<file path="config.mk">
export PLATFORM = sky130hd
export DESIGN_NAME = mii_status_phy_id_regs
export DESIGN_NICKNAME = d
export VERILOG_FILES = /design/src/hdl/mii_regs_pkg.sv /design/src/hdl/reg_read_if.sv /design/src/hdl/link_status_bank.sv /design/src/hdl/mii_status_phy_id_regs.sv
export VERILOG_INCLUDE_DIRS = /design/src /design/src/hdl
export SDC_FILE = /design/constraint.sdc
export NUM_CORES = 1
export LEC_CHECK = 0
export BUFFER_PORTS_ARGS = -buffer_cell sky130_fd_sc_hd__buf_2
export CORE_ASPECT_RATIO = 1.1
export CORE_UTILIZATION = 61
export DETAILED_ROUTE_END_ITERATION = 12
export GPL_ROUTABILITY_DRIVEN = 0
export PLACE_DENSITY = 0.79
export SYNTH_ARGS = -nofsm -noshare
export SYNTH_HDL_FRONTEND = slang
export SYNTH_SLANG_ARGS = --single-unit
</file>
<file path="constraint.sdc">
create_clock -name CLK_SYS -period 2 [get_ports CLK_SYS]
set_input_delay 0.1 -clock CLK_SYS [delete_from_list [all_inputs] [get_ports CLK_SYS]]
set_output_delay 0.1 -clock CLK_SYS [all_outputs]
set_load 0.02 [all_outputs]
</file>
<file path="src/hdl/mii_regs_consts.svh">
// Offsets, field positions, reset values and frame counts of the management registers
`ifndef MII_REGS_CONSTS_SVH
`define MII_REGS_CONSTS_SVH

// Management register offsets
`define REG_BASIC_LINK_STATUS   5'h01
`define REG_PHY_IDENTIFIER_HIGH 5'h02

// Field positions in basic_link_status
`define BIT_CAP_100_FOUR_PAIR     15
`define BIT_CAP_100X_FULL         14
`define BIT_CAP_100X_HALF         13
`define BIT_CAP_10M_FULL          12
`define BIT_CAP_10M_HALF          11
`define BIT_CAP_100_TWO_PAIR_FULL 10
`define BIT_CAP_100_TWO_PAIR_HALF 9
`define BIT_EXT_STATUS_PRESENT    8
`define BIT_ONE_WAY_TX_CAPABLE    7
`define BIT_NO_PREAMBLE_CAPABLE   6
`define BIT_NEGOTIATION_DONE      5
`define BIT_FAR_END_FAULT         4
`define BIT_NEGOTIATION_CAPABLE   3
`define BIT_LINK_UP_LATCHED_LOW   2
`define BIT_BABBLE_DETECTED       1
`define BIT_EXTENDED_REGS_PRESENT 0

// Reset values
`define BASIC_LINK_STATUS_RESET 16'h1009
// Arbitrary neutral identifier value
`define PHY_IDENTIFIER_HIGH_DEFAULT 16'h5AC3
`define UNMAPPED_READ_VALUE 16'h0000

// Frame field counts, in management clock periods
`define PREAMBLE_ONES 6'h20
`define OP_BITS       4'h2
`define ADDR_BITS     4'h5
`define TA_BITS       4'h2
// Sixteen does not fit the four bit field counter, so this count is one bit wider
`define DATA_BITS     5'h10

// Field codes
`define OP_CODE_READ  2'b10
`define OP_CODE_WRITE 2'b01

`endif

</file>
<file path="src/hdl/mii_regs_pkg.sv">
// Types shared by the management register block
package mii_regs_pkg;

	typedef enum logic [2:0]
	{
		FR_PREAMBLE,
		FR_START,
		FR_OP,
		FR_PHYAD,
		FR_REGAD,
		FR_TA,
		FR_DATA
	} frame_state_t;

	typedef logic [4:0]  reg_addr_t;
	typedef logic [15:0] reg_word_t;

endpackage : mii_regs_pkg

</file>
<file path="src/hdl/reg_read_if.sv">
// Read port between the frame engine and the register bank
`timescale 1ns/100ps
interface reg_read_if;
	logic                    rd_stb;
	mii_regs_pkg::reg_addr_t rd_addr;
	mii_regs_pkg::reg_word_t rd_data;

	modport requester
	(
		output rd_stb,
		output rd_addr,
		input  rd_data
	);

	modport bank
	(
		input  rd_stb,
		input  rd_addr,
		output rd_data
	);
endinterface : reg_read_if

</file>
<file path="src/hdl/link_status_bank.sv">
// Status and identifier register bank with the link latch
`timescale 1ns/100ps
`include "mii_regs_consts.svh"
module link_status_bank
(
	input  wire logic              clk,
	input  wire logic              rst_n,
	input  wire logic              link_up_internal,
	input  wire logic              negotiation_done_internal,
	input  wire logic [15:0]       id_high,
	reg_read_if.bank               rd
);

	logic link_up_latched_low_r;
	logic negotiation_done_r;

	function automatic logic is_status(input mii_regs_pkg::reg_addr_t a);
		is_status = (a == `REG_BASIC_LINK_STATUS);
	endfunction : is_status

	////////////////////////////////////////////////////////////////////////////////
	// Latch low: a failure holds the bit at 0 until a status read reloads it from the link
	always_ff @(posedge clk or negedge rst_n)
	begin
		if (!rst_n)
			link_up_latched_low_r <= 1'b0;
		else if (rd.rd_stb && is_status(rd.rd_addr))
			link_up_latched_low_r <= link_up_internal;
		else if (!link_up_internal)
			link_up_latched_low_r <= 1'b0;
	end

	always_ff @(posedge clk or negedge rst_n)
	begin
		if (!rst_n)
			negotiation_done_r <= 1'b0;
		else
			negotiation_done_r <= negotiation_done_internal && link_up_internal;
	end

	////////////////////////////////////////////////////////////////////////////////
	// Read mux; the value is taken before the latch reloads
	always_comb
	begin
		rd.rd_data = `UNMAPPED_READ_VALUE;
		if (is_status(rd.rd_addr))
		begin
			rd.rd_data = 16'h0000;
			rd.rd_data[`BIT_CAP_10M_FULL]          = 1'b1;
			rd.rd_data[`BIT_NEGOTIATION_DONE]      = negotiation_done_r;
			rd.rd_data[`BIT_NEGOTIATION_CAPABLE]   = 1'b1;
			rd.rd_data[`BIT_LINK_UP_LATCHED_LOW]   = link_up_latched_low_r;
			rd.rd_data[`BIT_EXTENDED_REGS_PRESENT] = 1'b1;
		end
		else if (rd.rd_addr == `REG_PHY_IDENTIFIER_HIGH)
			rd.rd_data = id_high;
	end

endmodule : link_status_bank

</file>
<file path="src/hdl/mii_status_phy_id_regs.sv">
// Management frame slave serving the status and first identifier registers
//
// How it works
// - Status bits 15, 14 and 13 read 0, no 100BASE-T4 or 100BASE-X ability.
// - Status bit 12 reads 1, full duplex at 10 Mbps is supported.
// - Status bit 11 reads 0, half duplex at 10 Mbps is not supported.
// - Status bits 10 and 9 read 0, no 100BASE-T2 ability.
// - The extended status present bit reads 0, there is no register 15 status.
// - Status bit 7 reads 0, transmit only happens once a valid link is up.
// - Bit 6 reads 0 and every frame must be led by a full preamble of ones.
// - Status bit 5 mirrors negotiation done with link up and resets to 0.
// - Status bit 4, far end fault, always reads 0.
// - Status bit 3 always reads 1, negotiation can be performed.
// - Status bit 2 is link up, latched low until a status read reloads it, reset 0.
// - Status bit 1, babble detected, always reads 0.
// - Status bit 0 always reads 1, extended registers are present.
// - The status register sits at offset 1, is read only and resets to 0x1009.
// - The identifier register at offset 2 is read only and shows 16 OUI bits.
// - Registers are reached by management frames, also during power down.
`timescale 1ns/100ps
`include "mii_regs_consts.svh"
module mii_status_phy_id_regs
#(
	// Arbitrary neutral value, replace per product
	parameter logic [15:0] ID_HIGH = `PHY_IDENTIFIER_HIGH_DEFAULT
)
(
	input  wire logic       CLK_SYS,
	input  wire logic       RESETN,
	input  wire logic       MDC,
	input  wire logic       MDIO_I,
	output logic            MDIO_O,
	output logic            MDIO_OE,
	input  wire logic [4:0] PHY_ADDR,
	input  wire logic       LINK_UP,
	input  wire logic       NEGOTIATION_DONE
);

	////////////////////////////////////////////////////////////////////////////////
	// Declarations

	mii_regs_pkg::frame_state_t state_r;
	mii_regs_pkg::frame_state_t state_nxt;

	logic                    mdc_prev_r;
	logic                    mdc_rise;
	logic [5:0]              ones_r;
	logic [3:0]              cnt_r;
	logic [1:0]              op_r;
	logic [4:0]              phyad_r;
	logic [3:0]              regad_r;
	logic [4:0]              phy_addr_r;
	logic                    strap_taken_r;
	logic                    answer_r;
	logic                    answer_nxt;
	logic                    rd_stb_r;
	mii_regs_pkg::reg_addr_t rd_addr_r;
	mii_regs_pkg::reg_word_t data_sh_r;
	logic                    mdio_o_r;
	logic                    mdio_oe_r;
	logic                    last_field_bit;
	mii_regs_pkg::reg_addr_t regad_full;

	reg_read_if rd ();

	////////////////////////////////////////////////////////////////////////////////
	// Management clock edge; pins are already synchronous to CLK_SYS

	always_ff @(posedge CLK_SYS or negedge RESETN)
	begin
		if (!RESETN)
			mdc_prev_r <= 1'b0;
		else
			mdc_prev_r <= MDC;
	end

	assign mdc_rise = MDC && !mdc_prev_r;

	////////////////////////////////////////////////////////////////////////////////
	// Address strap, caught once after reset release
	// Taken only once so that a strap pin reused later cannot move the address
	// in the middle of a frame.

	always_ff @(posedge CLK_SYS or negedge RESETN)
	begin
		if (!RESETN)
		begin
			phy_addr_r    <= 5'h00;
			strap_taken_r <= 1'b0;
		end
		else if (!strap_taken_r)
		begin
			phy_addr_r    <= PHY_ADDR;
			strap_taken_r <= 1'b1;
		end
	end

	////////////////////////////////////////////////////////////////////////////////
	// Frame sequencer
	// No power-down input exists here, so frames are always served.
	// Limitation: a cut frame is not aborted; its field count runs on over later
	// clock rises, so the next frame may need a longer preamble to be seen.

	assign regad_full = {regad_r, MDIO_I};

	always_comb
	begin
		last_field_bit = 1'b0;
		case (state_r)
			mii_regs_pkg::FR_OP:    last_field_bit = (cnt_r == `OP_BITS - 4'h1);
			mii_regs_pkg::FR_PHYAD: last_field_bit = (cnt_r == `ADDR_BITS - 4'h1);
			mii_regs_pkg::FR_REGAD: last_field_bit = (cnt_r == `ADDR_BITS - 4'h1);
			mii_regs_pkg::FR_TA:    last_field_bit = (cnt_r == `TA_BITS - 4'h1);
			mii_regs_pkg::FR_DATA:  last_field_bit = (cnt_r == 4'(`DATA_BITS - 5'h01));
			default:                last_field_bit = 1'b0;
		endcase
	end

	always_comb
	begin
		state_nxt  = state_r;
		answer_nxt = answer_r;
		case (state_r)
			mii_regs_pkg::FR_PREAMBLE:
			begin
				// A zero only counts as start once the whole preamble was seen
				if (!MDIO_I && ones_r == `PREAMBLE_ONES)
					state_nxt = mii_regs_pkg::FR_START;
			end
			mii_regs_pkg::FR_START:
			begin
				if (MDIO_I)
					state_nxt = mii_regs_pkg::FR_OP;
				else
					state_nxt = mii_regs_pkg::FR_PREAMBLE;
			end
			mii_regs_pkg::FR_OP:
			begin
				if (last_field_bit)
					state_nxt = mii_regs_pkg::FR_PHYAD;
			end
			mii_regs_pkg::FR_PHYAD:
			begin
				if (last_field_bit)
					state_nxt = mii_regs_pkg::FR_REGAD;
			end
			mii_regs_pkg::FR_REGAD:
			begin
				if (last_field_bit)
				begin
					state_nxt = mii_regs_pkg::FR_TA;
					// Writes and foreign frames run to the end without drive
					answer_nxt = (op_r == `OP_CODE_READ) && (phyad_r == phy_addr_r);
				end
			end
			mii_regs_pkg::FR_TA:
			begin
				if (last_field_bit)
					state_nxt = mii_regs_pkg::FR_DATA;
			end
			mii_regs_pkg::FR_DATA:
			begin
				if (last_field_bit)
				begin
					state_nxt  = mii_regs_pkg::FR_PREAMBLE;
					answer_nxt = 1'b0;
				end
			end
			default:
			begin
				state_nxt  = mii_regs_pkg::FR_PREAMBLE;
				answer_nxt = 1'b0;
			end
		endcase
	end

	always_ff @(posedge CLK_SYS or negedge RESETN)
	begin
		if (!RESETN)
		begin
			state_r  <= mii_regs_pkg::FR_PREAMBLE;
			answer_r <= 1'b0;
		end
		else if (mdc_rise)
		begin
			state_r  <= state_nxt;
			answer_r <= answer_nxt;
		end
	end

	////////////////////////////////////////////////////////////////////////////////
	// Preamble counter; saturates so long idle stretches stay valid

	always_ff @(posedge CLK_SYS or negedge RESETN)
	begin
		if (!RESETN)
			ones_r <= 6'h00;
		else if (mdc_rise)
		begin
			if (state_r != mii_regs_pkg::FR_PREAMBLE)
				ones_r <= 6'h00;
			else if (!MDIO_I)
				ones_r <= 6'h00;
			else if (ones_r != `PREAMBLE_ONES)
				ones_r <= ones_r + 6'h01;
		end
	end

	////////////////////////////////////////////////////////////////////////////////
	// Field bit counter
	// Held at zero in preamble so a stray count never shortens the first field

	always_ff @(posedge CLK_SYS or negedge RESETN)
	begin
		if (!RESETN)
			cnt_r <= 4'h0;
		else if (mdc_rise)
		begin
			if (last_field_bit || state_r == mii_regs_pkg::FR_START)
				cnt_r <= 4'h0;
			else if (state_r != mii_regs_pkg::FR_PREAMBLE)
				cnt_r <= cnt_r + 4'h1;
			else
				cnt_r <= 4'h0;
		end
	end

	////////////////////////////////////////////////////////////////////////////////
	// Header shift registers
	// The last register address bit is used live, so only four are stored

	always_ff @(posedge CLK_SYS or negedge RESETN)
	begin
		if (!RESETN)
		begin
			op_r    <= 2'b00;
			phyad_r <= 5'h00;
			regad_r <= 4'h0;
		end
		else if (mdc_rise)
		begin
			if (state_r == mii_regs_pkg::FR_OP)
				op_r <= {op_r[0], MDIO_I};
			if (state_r == mii_regs_pkg::FR_PHYAD)
				phyad_r <= {phyad_r[3:0], MDIO_I};
			if (state_r == mii_regs_pkg::FR_REGAD)
				regad_r <= {regad_r[2:0], MDIO_I};
		end
	end

	////////////////////////////////////////////////////////////////////////////////
	// Read request: one pulse per answered read, which on a status read also releases the latch

	always_ff @(posedge CLK_SYS or negedge RESETN)
	begin
		if (!RESETN)
		begin
			rd_stb_r  <= 1'b0;
			rd_addr_r <= 5'h00;
		end
		else
		begin
			rd_stb_r <= mdc_rise && state_r == mii_regs_pkg::FR_REGAD
				&& last_field_bit && answer_nxt;
			if (mdc_rise && state_r == mii_regs_pkg::FR_REGAD && last_field_bit)
				rd_addr_r <= regad_full;
		end
	end

	assign rd.rd_stb  = rd_stb_r;
	assign rd.rd_addr = rd_addr_r;

	link_status_bank u_bank
	(
		.clk                       (CLK_SYS),
		.rst_n                     (RESETN),
		.link_up_internal          (LINK_UP),
		.negotiation_done_internal (NEGOTIATION_DONE),
		.id_high                   (ID_HIGH),
		.rd                        (rd.bank)
	);

	////////////////////////////////////////////////////////////////////////////////
	// Data shifter, loaded from the bank on the request pulse
	// The pulse lands well inside the first turnaround period, so the load never
	// meets the shift that follows a management clock rise.

	always_ff @(posedge CLK_SYS or negedge RESETN)
	begin
		if (!RESETN)
			data_sh_r <= 16'h0000;
		else if (rd_stb_r)
			data_sh_r <= rd.rd_data;
		else if (mdc_rise && answer_r && state_r == mii_regs_pkg::FR_TA && cnt_r == 4'h1)
			data_sh_r <= {data_sh_r[14:0], 1'b0};
		else if (mdc_rise && answer_r && state_r == mii_regs_pkg::FR_DATA)
			data_sh_r <= {data_sh_r[14:0], 1'b0};
	end

	////////////////////////////////////////////////////////////////////////////////
	// Pin drive, changed on the rising edge so the controller samples it a period later.
	// First turnaround bit stays released to avoid a clash with the controller.

	always_ff @(posedge CLK_SYS or negedge RESETN)
	begin
		if (!RESETN)
		begin
			mdio_o_r  <= 1'b0;
			mdio_oe_r <= 1'b0;
		end
		else if (mdc_rise)
		begin
			if (!answer_r)
			begin
				mdio_o_r  <= 1'b0;
				mdio_oe_r <= 1'b0;
			end
			else if (state_r == mii_regs_pkg::FR_TA && cnt_r == 4'h0)
			begin
				mdio_o_r  <= 1'b0;
				mdio_oe_r <= 1'b1;
			end
			else if (state_r == mii_regs_pkg::FR_TA)
			begin
				mdio_o_r  <= data_sh_r[15];
				mdio_oe_r <= 1'b1;
			end
			else if (state_r == mii_regs_pkg::FR_DATA && !last_field_bit)
			begin
				mdio_o_r  <= data_sh_r[15];
				mdio_oe_r <= 1'b1;
			end
			else
			begin
				mdio_o_r  <= 1'b0;
				mdio_oe_r <= 1'b0;
			end
		end
	end

	assign MDIO_O  = mdio_o_r;
	assign MDIO_OE = mdio_oe_r;

endmodule : mii_status_phy_id_regs

</file>
==> out/qor.yml, run 1 <==
clock_tree:
  cts_tree: "yes"
  clk_path_buf_depth: 2
  cts_root_buf: "clkbuf_8"
  numClockSinks: 58
  cts-buffers-inserted: 9
  cts-htree-levels: 3
  clk_latency_ns: 0.33
  clk_pin_slew_worst_paths_ns: 0.07
critical_path:
  reg2reg_slack_ns: 0.14
  worst-setup-path-type: "flip-flop to flip-flop"
  critPathLaunchType: "flip-flop"
  required_ns: 2.22
  cp_max_fo: 12
  cp.buffers_inverters: 0
  cp_slowest_cell: "dfrtp_1"
  crit_arrival_ns: 2.09
  end_kind: "flip-flop"
  crit_path_cell_trace: "nand2b_1 > o21ai_1 > a22oi_4 > o21bai_4 > mux2_4"
  slowest_delay_ns: 0.51
  cp_top_family: "compound AO/OA/AOI/OAI gates"
synth:
  synth_edf_count: 0
  synth-main-ff-cell: "dfrtp_1"
  avgSynthCellArea_um2: 11.3
  yosysTopAreaCell: "dfrtp_1"
  synth_area_leaders: "dfrtp_1, mux2_2, mux2_4, mux2i_1, inv_1"
  synth_cells: 256
  netlist_area_mm2: 0.00289
  ys_seq_elements: 58
  syn-num-nets: 272
  yosys_warnings: 0
  ys_types: 60
  synth_top_area_share_pct: 50.3
  async_flop_share_pct: 100
  seq_area_frac_synth_pct: 50.3
grt:
  grt_pass1_vias: 1953
  gr-total-overflow: 0
  grtUsageTotal_pct: 24.0
  grt_antenna_before_repair: 0
  grt_first_pass_wirelength_um: 8680
  grt_max_degree: 59
pwr:
  ir_drop_v: 0.000986
  power.total_mw: 3.13
  leakage_nw: 1.51
  p_per_area_mw_per_mm2: 943
floorplanning:
  die-area_mm2: 0.00501
  die_w_um: 67.6
  rows: 25
  core_area_mm2: 0.00441
  pin_count: 13
  dieHeight_um: 74.1
  start_util_pct: 65.4
sta:
  min_period_ns: 1.86
  rsz0062_at_grt: "no"
  whs_ns: 0.112
  slew_headroom_pct: 52.7
  layout_setup_ws_ns: 0.135
  finalHoldViolCount: 0
  worstMarginPinSlew_ns: 0.709
  fin_crit_sh_pct: 93.2
  setup_tns_ns: 0
  fmax_mhz: 536
  skew_ns: 0.00569
  finalMaxSlewViolations: 0
  setup_viol: 0
cells_and_area:
  area_delta_synth_final_pct: 14.9
  nNetsFinal: 302
  drive_above_1_share_pct: 24.7
  multi_input_area_mm2: 0.00132
  fillCellCount: 286
  regArea_mm2: 0.00145
  diodes: 0
routing:
  remaining_drc_errors: 0
  routedWlPerCell_um: 15.1
  dr.pass1.iters: 4
  first_iter_violations: 109
  wirelength_um: 5230
  antenna_left: 0
  vias_per_cell: 5.70
  vias: 1968
place:
  portBuffers: 12
  dp_slack_ns: 0.157
  dp_hpwl_um: 3480
flow_run:
  cap_violations: 0
outcome:
  outcome: "completed"
hold_path:
  hp-class: "input port to flip-flop"
## path summary, 6_finish.rpt
kind                                           from                        end  cells past startpoint
min reg2reg                data_sh_r[6]$_DFFE_PN0P_   data_sh_r[6]$_DFFE_PN0P_                      1
min in group asynchronous                    RESETN       cnt_r[3]$_DFFE_PN0P_                      3
min                                          MDIO_I  rd.rd_addr[0]$_DFFE_PN0N_                      2
max                          state_r[0]$_DFFE_PN0P_  rd.rd_addr[1]$_DFFE_PN0N_                      5
max reg2reg                  state_r[0]$_DFFE_PN0P_  rd.rd_addr[1]$_DFFE_PN0N_                      5
max in group asynchronous                    RESETN  phy_addr_r[4]$_DFFE_PN0N_                      3
## stage by stage
stage	cell area, um^2	instances	util [%]
floorplan	2890	256	-
global placement	3010	319	68.3
detailed placement	3010	319	68.3
CTS	3300	344	74.8
global route	3320	345	75.2
finish	3320	345	75.2
## repair_timing
action | in CTS | in global routing
resized for setup | 0 | 1
hold buffers | 9 | 1
setup endpoints to repair | 0 | 1
endpoints found under the hold margin | 65 | 1
buffers inserted | 0 | 0
## layout make-up
cell class	count	share of cell area (%)
Sequential cell	58	43.8
Multi-Input combinational cell	169	39.7
Timing Repair Buffer	30	6.64
Clock buffer	9	3.73
Clock inverter	7	2.11
Inverter	18	2.04
Tap cell	54	2.04
## synth_stat cells (2+ instances only)
| library cell | instances |
|---|---|
| o31ai_1 | 3 |
| clkbuf_1 | 5 |
| buf_4 | 2 |
| mux2_4 | 5 |
| inv_1 | 17 |
| o22a_1 | 7 |
| and3_1 | 3 |
| nor2_1 | 13 |
| xnor2_1 | 7 |
| dfrtp_1 | 58 |
| o21ai_1 | 5 |
| xor2_1 | 2 |
| nand2b_1 | 2 |
| nor3_1 | 4 |
| mux2_2 | 16 |
| nand2_1 | 13 |
| buf_2 | 3 |
| and2_1 | 2 |
| mux2i_1 | 7 |
| nand3_1 | 9 |
| nor2b_1 | 3 |
| nand4_1 | 5 |
| a21oi_1 | 12 |
| a2bb2oi_1 | 2 |
| ha_1 | 5 |
| nor3b_2 | 2 |
| o211ai_1 | 2 |
| a21o_1 | 2 |
| o21ai_0 | 9 |
## registers in the layout (all words and copies together), names as in the netlist, 2 cells and up
name,flops
regad_r,4
phyad_r,5
cnt_r,4
state_r,3
ones_r,6
phy_addr_r,5
data_sh_r,16
rd.rd_addr,5
op_r,2
## cell families after synthesis
family,Yosys count,share of synthesized area (%)
DFF,58,50.3
xor gates and xnor gates,9,2.73
AOI/OAI and AO/OA,57,15.0
other,1,0.130
muxes,28,11.3
buffers and inverters,29,4.42
and+or+nand+nor,69,14.0
adders and majority gates,5,2.17
## power by group
part / switching, mW / internal (mW)
Clock: 0.473 / 0.571
Combinational: 0.312 / 0.286
Sequential: 0.181 / 1.30
## cell usage in the layout, fill, tap and decap left out, types with 3 or more instances in the layout
cell | synthesis | layout
inv_1 | 17 | 17
o21ai_1 | 5 | 5
dfrtp_1 | 58 | 58
nand4_1 | 5 | 5
xnor2_1 | 7 | 7
nor2b_1 | 3 | 3
mux2_4 | 5 | 5
dlygate4sd3_1 | 0 | 10
buf_4 | 2 | 8
ha_1 | 5 | 5
nor2_1 | 13 | 13
nor3_1 | 4 | 4
o21ai_0 | 9 | 9
buf_2 | 3 | 12
mux2i_1 | 7 | 7
and3_1 | 3 | 3
a21oi_1 | 12 | 12
clkbuf_8 | 0 | 9
clkinv_2 | 0 | 3
o22a_1 | 7 | 7
o31ai_1 | 3 | 3
mux2_2 | 16 | 16
nand3_1 | 9 | 9
nand2_1 | 13 | 13
## routing by layer
layer	track usage [%]	part of all wire (%)
met5	0	0
met2	37.2	49
met3	5.67	3.3
met1	31.4	45
met4	12.1	1.8
(Power assumes the default switching activity.)
==> inputs of run 2 (changes only) <==
Settings changed: CORE_UTILIZATION 61 to 66, PLACE_DENSITY 0.79 to 0.84, SYNTH_HIERARCHICAL from default to 1.
Clock period 2 ns to 2.4 ns, I/O delays scaled along.
==> out/qor.yml, run 2 <==
outcome:
  outcome: "completed"  # unchanged
synth:
  synth_cells: 306  # was 256
  synth_area_leaders: "dfrtp_1, mux2_2, a221o_1, nand2_1, nor2b_1"  # was dfrtp_1, mux2_2, mux2_4, mux2i_1, inv_1
  ys_top_cells_by_count: "dfrtp_1, nand2_1, mux2_2, inv_1, a221o_1"  # was dfrtp_1, inv_1, mux2_2, nand2_1, nor2_1
  yosysMostFrequentCell: "dfrtp_1"  # unchanged
  async_flop_share_pct: 100  # unchanged
  seq_area_frac_synth_pct: 44.8  # was 50.3%
  avgSynthCellArea_um2: 10.6  # was 11.3 um^2
  synth-simple-area-share_pct: 22.7  # was 14.0%
  synth-xor-area-share_pct: 1.62  # was 2.73%
  synth_top_area_share_pct: 44.8  # was 50.3%
  yosys_warnings: 6  # was 0
  yosys.area_share.adder_pct: 1.93  # was 2.17%
  ys_types: 58  # was 60
  synth-compound-area-share_pct: 15.2  # was 15.0%
  synth-main-ff-cell: "dfrtp_1"  # unchanged
  synth_top_family_by_area: "simple AND/OR/NAND/NOR gates"  # was compound AO/OA/AOI/OAI gates
  netlist_area_mm2: 0.00324  # was 0.00289 mm^2
  yosysTopAreaCell: "dfrtp_1"  # unchanged
  synth_edf_count: 0  # unchanged
  synth_mux_area_share_pct: 8.22  # was 11.3%
  ys_seq_elements: 58  # unchanged
sta:
  slew_headroom_pct: 49.5  # was 52.7%
  setup_tns_ns: 0  # unchanged
  min_period_ns: 2.04  # was 1.86 ns
  fmax_mhz: 489  # was 536 MHz
  rsz0062_at_grt: "no"  # unchanged
  worstMarginPinSlew_ns: 0.758  # was 0.709 ns
  layout_setup_ws_ns: 0.356  # was 0.135 ns
  finalHoldViolCount: 0  # unchanged
  setup_viol: 0  # unchanged
  finalMaxSlewViolations: 0  # unchanged
  fin_crit_sh_pct: 85.2  # was 93.2%
  skew_ns: 0.00562  # was 0.00569 ns
  whs_ns: 0.00602  # was 0.112 ns
grt:
  grt_pass1_vias: 2301  # was 1,953
  grt_max_degree: 35  # was 59
  grtUsageTotal_pct: 27.4  # was 24.0%
  gr-total-overflow: 0  # unchanged
  grt_first_pass_wirelength_um: 10300  # was 8680 um
  grt_antenna_before_repair: 0  # unchanged
critical_path:
  reg2reg_slack_ns: 0.36  # was 0.14 ns
  end_kind: "flip-flop"  # unchanged
  cp_max_fo: 10  # was 12
  slowest_delay_ns: 0.43  # was 0.51 ns
  required_ns: 2.62  # was 2.22 ns
  crit_path_cell_trace: "inv_1 > ha_1 > nor3b_1 > a21oi_2 > nand2b_1 > a311o_1"  # was nand2b_1 > o21ai_1 > a22oi_4 > o21bai_4 > mux2_4
  cp_top_family: "simple AND/OR/NAND/NOR gates"  # was compound AO/OA/AOI/OAI gates
  cp.buffers_inverters: 1  # was 0
  cp.depth: 6  # was 5
  worst-setup-path-type: "flip-flop to flip-flop"  # unchanged
  rr_worst_depth: 6  # was 5
  crit_arrival_ns: 2.27  # was 2.09 ns
  cp_slowest_cell: "a311o_1"  # was dfrtp_1
  critPathLaunchType: "flip-flop"  # unchanged
flow_run:
  cap_violations: 0  # unchanged
floorplanning:
  core_area_mm2: 0.00468  # was 0.00441 mm^2
  rows: 26  # was 25
  die_w_um: 68.8  # was 67.6 um
  die-area_mm2: 0.00520  # was 0.00501 mm^2
  start_util_pct: 69.2  # was 65.4%
  dieHeight_um: 75.5  # was 74.1 um
  pin_count: 13  # unchanged
clock_tree:
  cts-htree-levels: 3  # unchanged
  cts_root_buf: "clkbuf_8"  # unchanged
  cts_resized: 0  # unchanged
  hold_buffers: 3  # was 9
  cts_tree: "yes"  # unchanged
  clk_latency_ns: 0.34  # was 0.33 ns
  numClockSinks: 58  # unchanged
  clk_path_buf_depth: 2  # unchanged
  clk_pin_slew_worst_paths_ns: 0.07  # about the same
  postCtsSetupBuffers: 0  # unchanged
  cts-buffers-inserted: 9  # unchanged
cells_and_area:
  multi_input_area_mm2: 0.00167  # was 0.00132 mm^2
  reg.largest.list: "data_sh_r: 16 flops, ones_r: 6 flops"  # unchanged
  diodes: 0  # unchanged
  fin_area_mm2: 0.00360  # was 0.00332 mm^2
  largest_reg_flops: 16  # unchanged
  drive_above_1_share_pct: 21.6  # was 24.7%
  top_register: "data_sh_r"  # unchanged
  area_delta_synth_final_pct: 11.1  # was 14.9%
  regArea_mm2: 0.00145  # unchanged
  final_cell_mix: "dfrtp_1, nand2_1, mux2_2, inv_1, conb_1"  # was dfrtp_1, inv_1, mux2_2, nor2_1, nand2_1
  final_common_cell: "dfrtp_1"  # unchanged
  instances_no_fill: 398  # was 345
  fillCellCount: 324  # was 286
  nNetsFinal: 353  # was 302
place:
  dp.cells: 379  # was 319
  dp_hpwl_um: 4210  # was 3480 um
  place_area_mm2: 0.00338  # was 0.00301 mm^2
  dp_slack_ns: 0.397  # was 0.157 ns
  portBuffers: 12  # unchanged
routing:
  antenna_left: 0  # unchanged
  first_iter_violations: 156  # was 109
  wirelength_um: 6280  # was 5230 um
  vias_per_cell: 6.10  # was 5.70
  dr.pass1.iters: 5  # was 4
  routedWlPerCell_um: 15.8  # was 15.1 um
  vias: 2429  # was 1,968
  remaining_drc_errors: 0  # unchanged
pwr:
  p_per_area_mw_per_mm2: 628  # was 943 mW/mm^2
  ir_drop_v: 0.000549  # was 0.000986 V
  leakage_nw: 1.66  # was 1.51 nW
hold_path:
  hp-class: "input port to flip-flop"  # unchanged
  hold_depth: 2  # unchanged
-- run 2: cell count changes in the layout (fill, tap and decap cells not counted), sizes merged, moves of 6 or more --
cell	change
dlygate4sd3	-7
nor4b	+6
a221o	+13
nand2	+9
o22a	-7
nor2	-8
conb	+16
nand3b	+8
nor3	+11
nor2b	+9
-- run 2: per-stage QoR --
step,utilization (%),power (mW)
2_1_floorplan,-,1.34
3_3_place_gp,72.2,1.42
3_5_place_dp,72.2,1.43
4_1_cts,76.9,2.28
5_1_grt,76.9,2.37
6_report,76.9,2.26
-- run 2: layer usage --
metal | wire length [um] | up-vias | track usage, %
met5 | 0 | - | 0
met4 | 125 | 0 | 14.3
met3 | 251 | 13 | 5.09
met2 | 3150 | 55 | 45.5
met1 | 2750 | 1195 | 34.0
li1 | - | 1166 | -
-- run 2: final timing paths --
check,from,end
min in group asynchronous,RESETN,data_sh_r[7]$_DFFE_PN0P_
max in group asynchronous,RESETN,rd.rd_addr[4]$_DFFE_PN0P_
min,PHY_ADDR[2],phy_addr_r[2]$_DFFE_PN0N_
min reg2reg,MDIO_OE$_DFFE_PN0P_,MDIO_OE$_DFFE_PN0P_
max,cnt_r[1]$_DFFE_PN0P_,data_sh_r[15]$_DFFE_PN0P_
max reg2reg,cnt_r[1]$_DFFE_PN0P_,data_sh_r[15]$_DFFE_PN0P_
-- run 2: kinds of logic (layout without fill, tap and decap cells) --
kind of cell	Yosys count	count (layout)
fa+ha+maj	5	5
simple gates	116	116
other cells	2	17
buf+inv	36	57
mux	24	24
flops	58	58
xor+xnor	6	6
compound gates	59	59
-- run 2: final cells by class --
class	count	area share [%]
Sequential cell	58	40.3
Multi-Input combinational cell	227	46.5
Clock buffer	12	4.58
Tap cell	56	1.94
Clock inverter	4	0.694
Timing Repair Buffer	23	4.17
Inverter	18	1.87
-- run 2: report_power, final --
part / internal (mW) / switching [mW]
sequential: 1.04 / 0.0763
combinational: 0.138 / 0.160
clock: 0.455 / 0.388
total: 1.64 / 0.625
==> inputs of run 3 (changes only) <==
Settings changed: CORE_ASPECT_RATIO 1.1 to 0.8, SLEW_MARGIN from default to 0.
==> out/qor.yml, run 3 (synthesis gave the netlist of run 2 again) <==
place:
  place_area_mm2: 0.00337  # was 0.00338 mm^2
  dp_hpwl_um: 4290  # was 4210 um
  dp_slack_ns: 0.316  # was 0.397 ns
  dp.cells: 381  # was 379
  portBuffers: 12  # unchanged
cells_and_area:
  largest_reg_flops: 16  # unchanged
  fin_area_mm2: 0.00366  # was 0.00360 mm^2
  area_delta_synth_final_pct: 12.9  # was 11.1%
  diodes: 0  # unchanged
  instances_no_fill: 403  # was 398
  final_cell_mix: "dfrtp_1, nand2_1, mux2_2, inv_1, conb_1"  # unchanged
  drive_above_1_share_pct: 20.7  # was 21.6%
  reg.largest.list: "data_sh_r: 16 flops, ones_r: 6 flops"  # unchanged
  regArea_mm2: 0.00145  # unchanged
  top_register: "data_sh_r"  # unchanged
  fillCellCount: 293  # was 324
  finalCoreUtilization_pct: 78.7  # was 76.9%
  final_common_cell: "dfrtp_1"  # unchanged
  multi_input_area_mm2: 0.00167  # unchanged
  nNetsFinal: 354  # was 353
clock_tree:
  cts_resized: 0  # unchanged
  clk_path_buf_depth: 2  # unchanged
  postCtsSetupBuffers: 0  # unchanged
  cts-buffers-inserted: 9  # unchanged
  numClockSinks: 58  # unchanged
  clk_pin_slew_worst_paths_ns: 0.07  # about the same
  cts-htree-levels: 3  # unchanged
  clk_latency_ns: 0.35  # was 0.34 ns
  hold_buffers: 5  # was 3
  cts_root_buf: "clkbuf_8"  # unchanged
  cts_tree: "yes"  # unchanged
sta:
  fin_crit_sh_pct: 90.8  # was 85.2%
  layout_setup_ws_ns: 0.220  # was 0.356 ns
  finalMaxSlewViolations: 0  # unchanged
  setup_viol: 0  # unchanged
  worstMarginPinSlew_ns: 0.720  # was 0.758 ns
  setup_tns_ns: 0  # unchanged
  slew_headroom_pct: 52.0  # was 49.5%
  rsz0062_at_grt: "no"  # unchanged
  finalHoldViolCount: 0  # unchanged
  min_period_ns: 2.18  # was 2.04 ns
  fmax_mhz: 459  # was 489 MHz
  skew_ns: 0.00576  # was 0.00562 ns
critical_path:
  critPathLaunchType: "input port"  # was flip-flop
  cp_max_fo: 17  # was 10
  worst-setup-path-type: "input port to flip-flop"  # was flip-flop to flip-flop
  crit_path_cell_trace: "dlygate4sd3_1 > buf_2 > nor2b_1 > nand3_1 > nor2_1 > a221o_1"  # was inv_1 > ha_1 > nor3b_1 > a21oi_2 > nand2b_1 > a311o_1
  crit_arrival_ns: 2.47  # was 2.27 ns
  cp_slowest_cell: "dlygate4sd3_1"  # was a311o_1
  slowest_delay_ns: 0.54  # was 0.43 ns
  required_ns: 2.69  # was 2.62 ns
  end_kind: "flip-flop"  # unchanged
floorplanning:
  rows: 22  # was 26
  core_area_mm2: 0.00465  # was 0.00468 mm^2
  start_util_pct: 69.7  # was 69.2%
  pin_count: 13  # unchanged
  die_w_um: 80.4  # was 68.8 um
  die-area_mm2: 0.00520  # about the same
  dieHeight_um: 64.7  # was 75.5 um
routing:
  vias_per_cell: 5.94  # was 6.10
  dr.pass1.iters: 4  # was 5
  first_iter_violations: 223  # was 156
  routedWlPerCell_um: 16.3  # was 15.8 um
  remaining_drc_errors: 0  # unchanged
  vias: 2393  # was 2,429
  wirelength_um: 6580  # was 6280 um
  antenna_left: 0  # unchanged
grt:
  grt_antenna_before_repair: 0  # unchanged
  grt_max_degree: 59  # was 35
  grt_first_pass_wirelength_um: 11300  # was 10,300 um
  grtUsageTotal_pct: 29.9  # was 27.4%
  grt_pass1_vias: 2363  # was 2,301
  gr-total-overflow: 0  # unchanged
pwr:
  p_per_area_mw_per_mm2: 673  # was 628 mW/mm^2
  leakage_nw: 1.69  # was 1.66 nW
  ir_drop_v: 0.000613  # was 0.000549 V
flow_run:
  cap_violations: 0  # unchanged
outcome:
  outcome: "completed"  # unchanged
hold_path:
  hp-class: "input port to flip-flop"  # unchanged
-- run 3: cell types whose count changed in the layout (fill, tap and decap cells not counted), sizes merged --
cell / delta
dlygate4sd3: +3
buf: -2
bufinv: +2
clkinvlp: -2
-- run 3: report_power, final --
part           leakage [nW]  switching [mW]  total (mW)  internal (mW)
sequential            0.763          0.0806        1.12           1.04
clock                 0.117           0.395        1.04          0.641
combinational         0.809           0.161       0.303          0.141
total                  1.69           0.637        2.46           1.83
-- run 3: critical path: cells and delay by family --
family	cells	cell delay, ns
buffers and inverters	2	0.68
and+or+nand+nor	3	1.44
AOI/OAI and AO/OA	1	0.23
-- run 3: metal layers --
metal	part of all wire, %	track usage [%]	vias up	wire [um]
li1	-	-	1169	-
met1	48	41.0	1162	3180
met2	46	45.0	54	3060
met3	4.2	10.6	8	277
met4	1.0	8.04	0	66
met5	0	0	-	0
-- run 3: worst paths after layout --
check	start	end	slack, ns	cells after the start
setup / recovery	MDC	data_sh_r[10]$_DFFE_PN0P_	0.22	6
hold / removal	LINK_UP	u_bank/negotiation_done_r$_DFF_PN0_	0.02	2
setup reg to reg	cnt_r[1]$_DFFE_PN0P_	data_sh_r[15]$_DFFE_PN0P_	0.29	6
hold reg to reg	u_bank/link_up_latched_low_r$_DFFE_PN0P_	u_bank/link_up_latched_low_r$_DFFE_PN0P_	0.51	2
max in group asynchronous	RESETN	regad_r[3]$_DFFE_PN0P_	1.48	3
min in group asynchronous	RESETN	MDIO_O$_DFFE_PN0P_	0.44	3
-- run 3: metrics by stage --
stage / hold WS [ns] / power, mW
after floorplan: -0.176 / 1.34
after global placement: 0.276 / 1.41
after detailed placement: 0.273 / 1.43
after CTS: 0.000682 / 2.48
after global routing: 0.00754 / 2.57
final: 0.0208 / 2.46
-- run 3: layout make-up --
type,count,area share (%)
clock inverter,4,2.02
multi-input combinational,227,45.7
tap,60,2.05
sequential,58,39.6
inverter,18,1.84
timing repair buffer,24,4.51
clock buffer,12,4.24
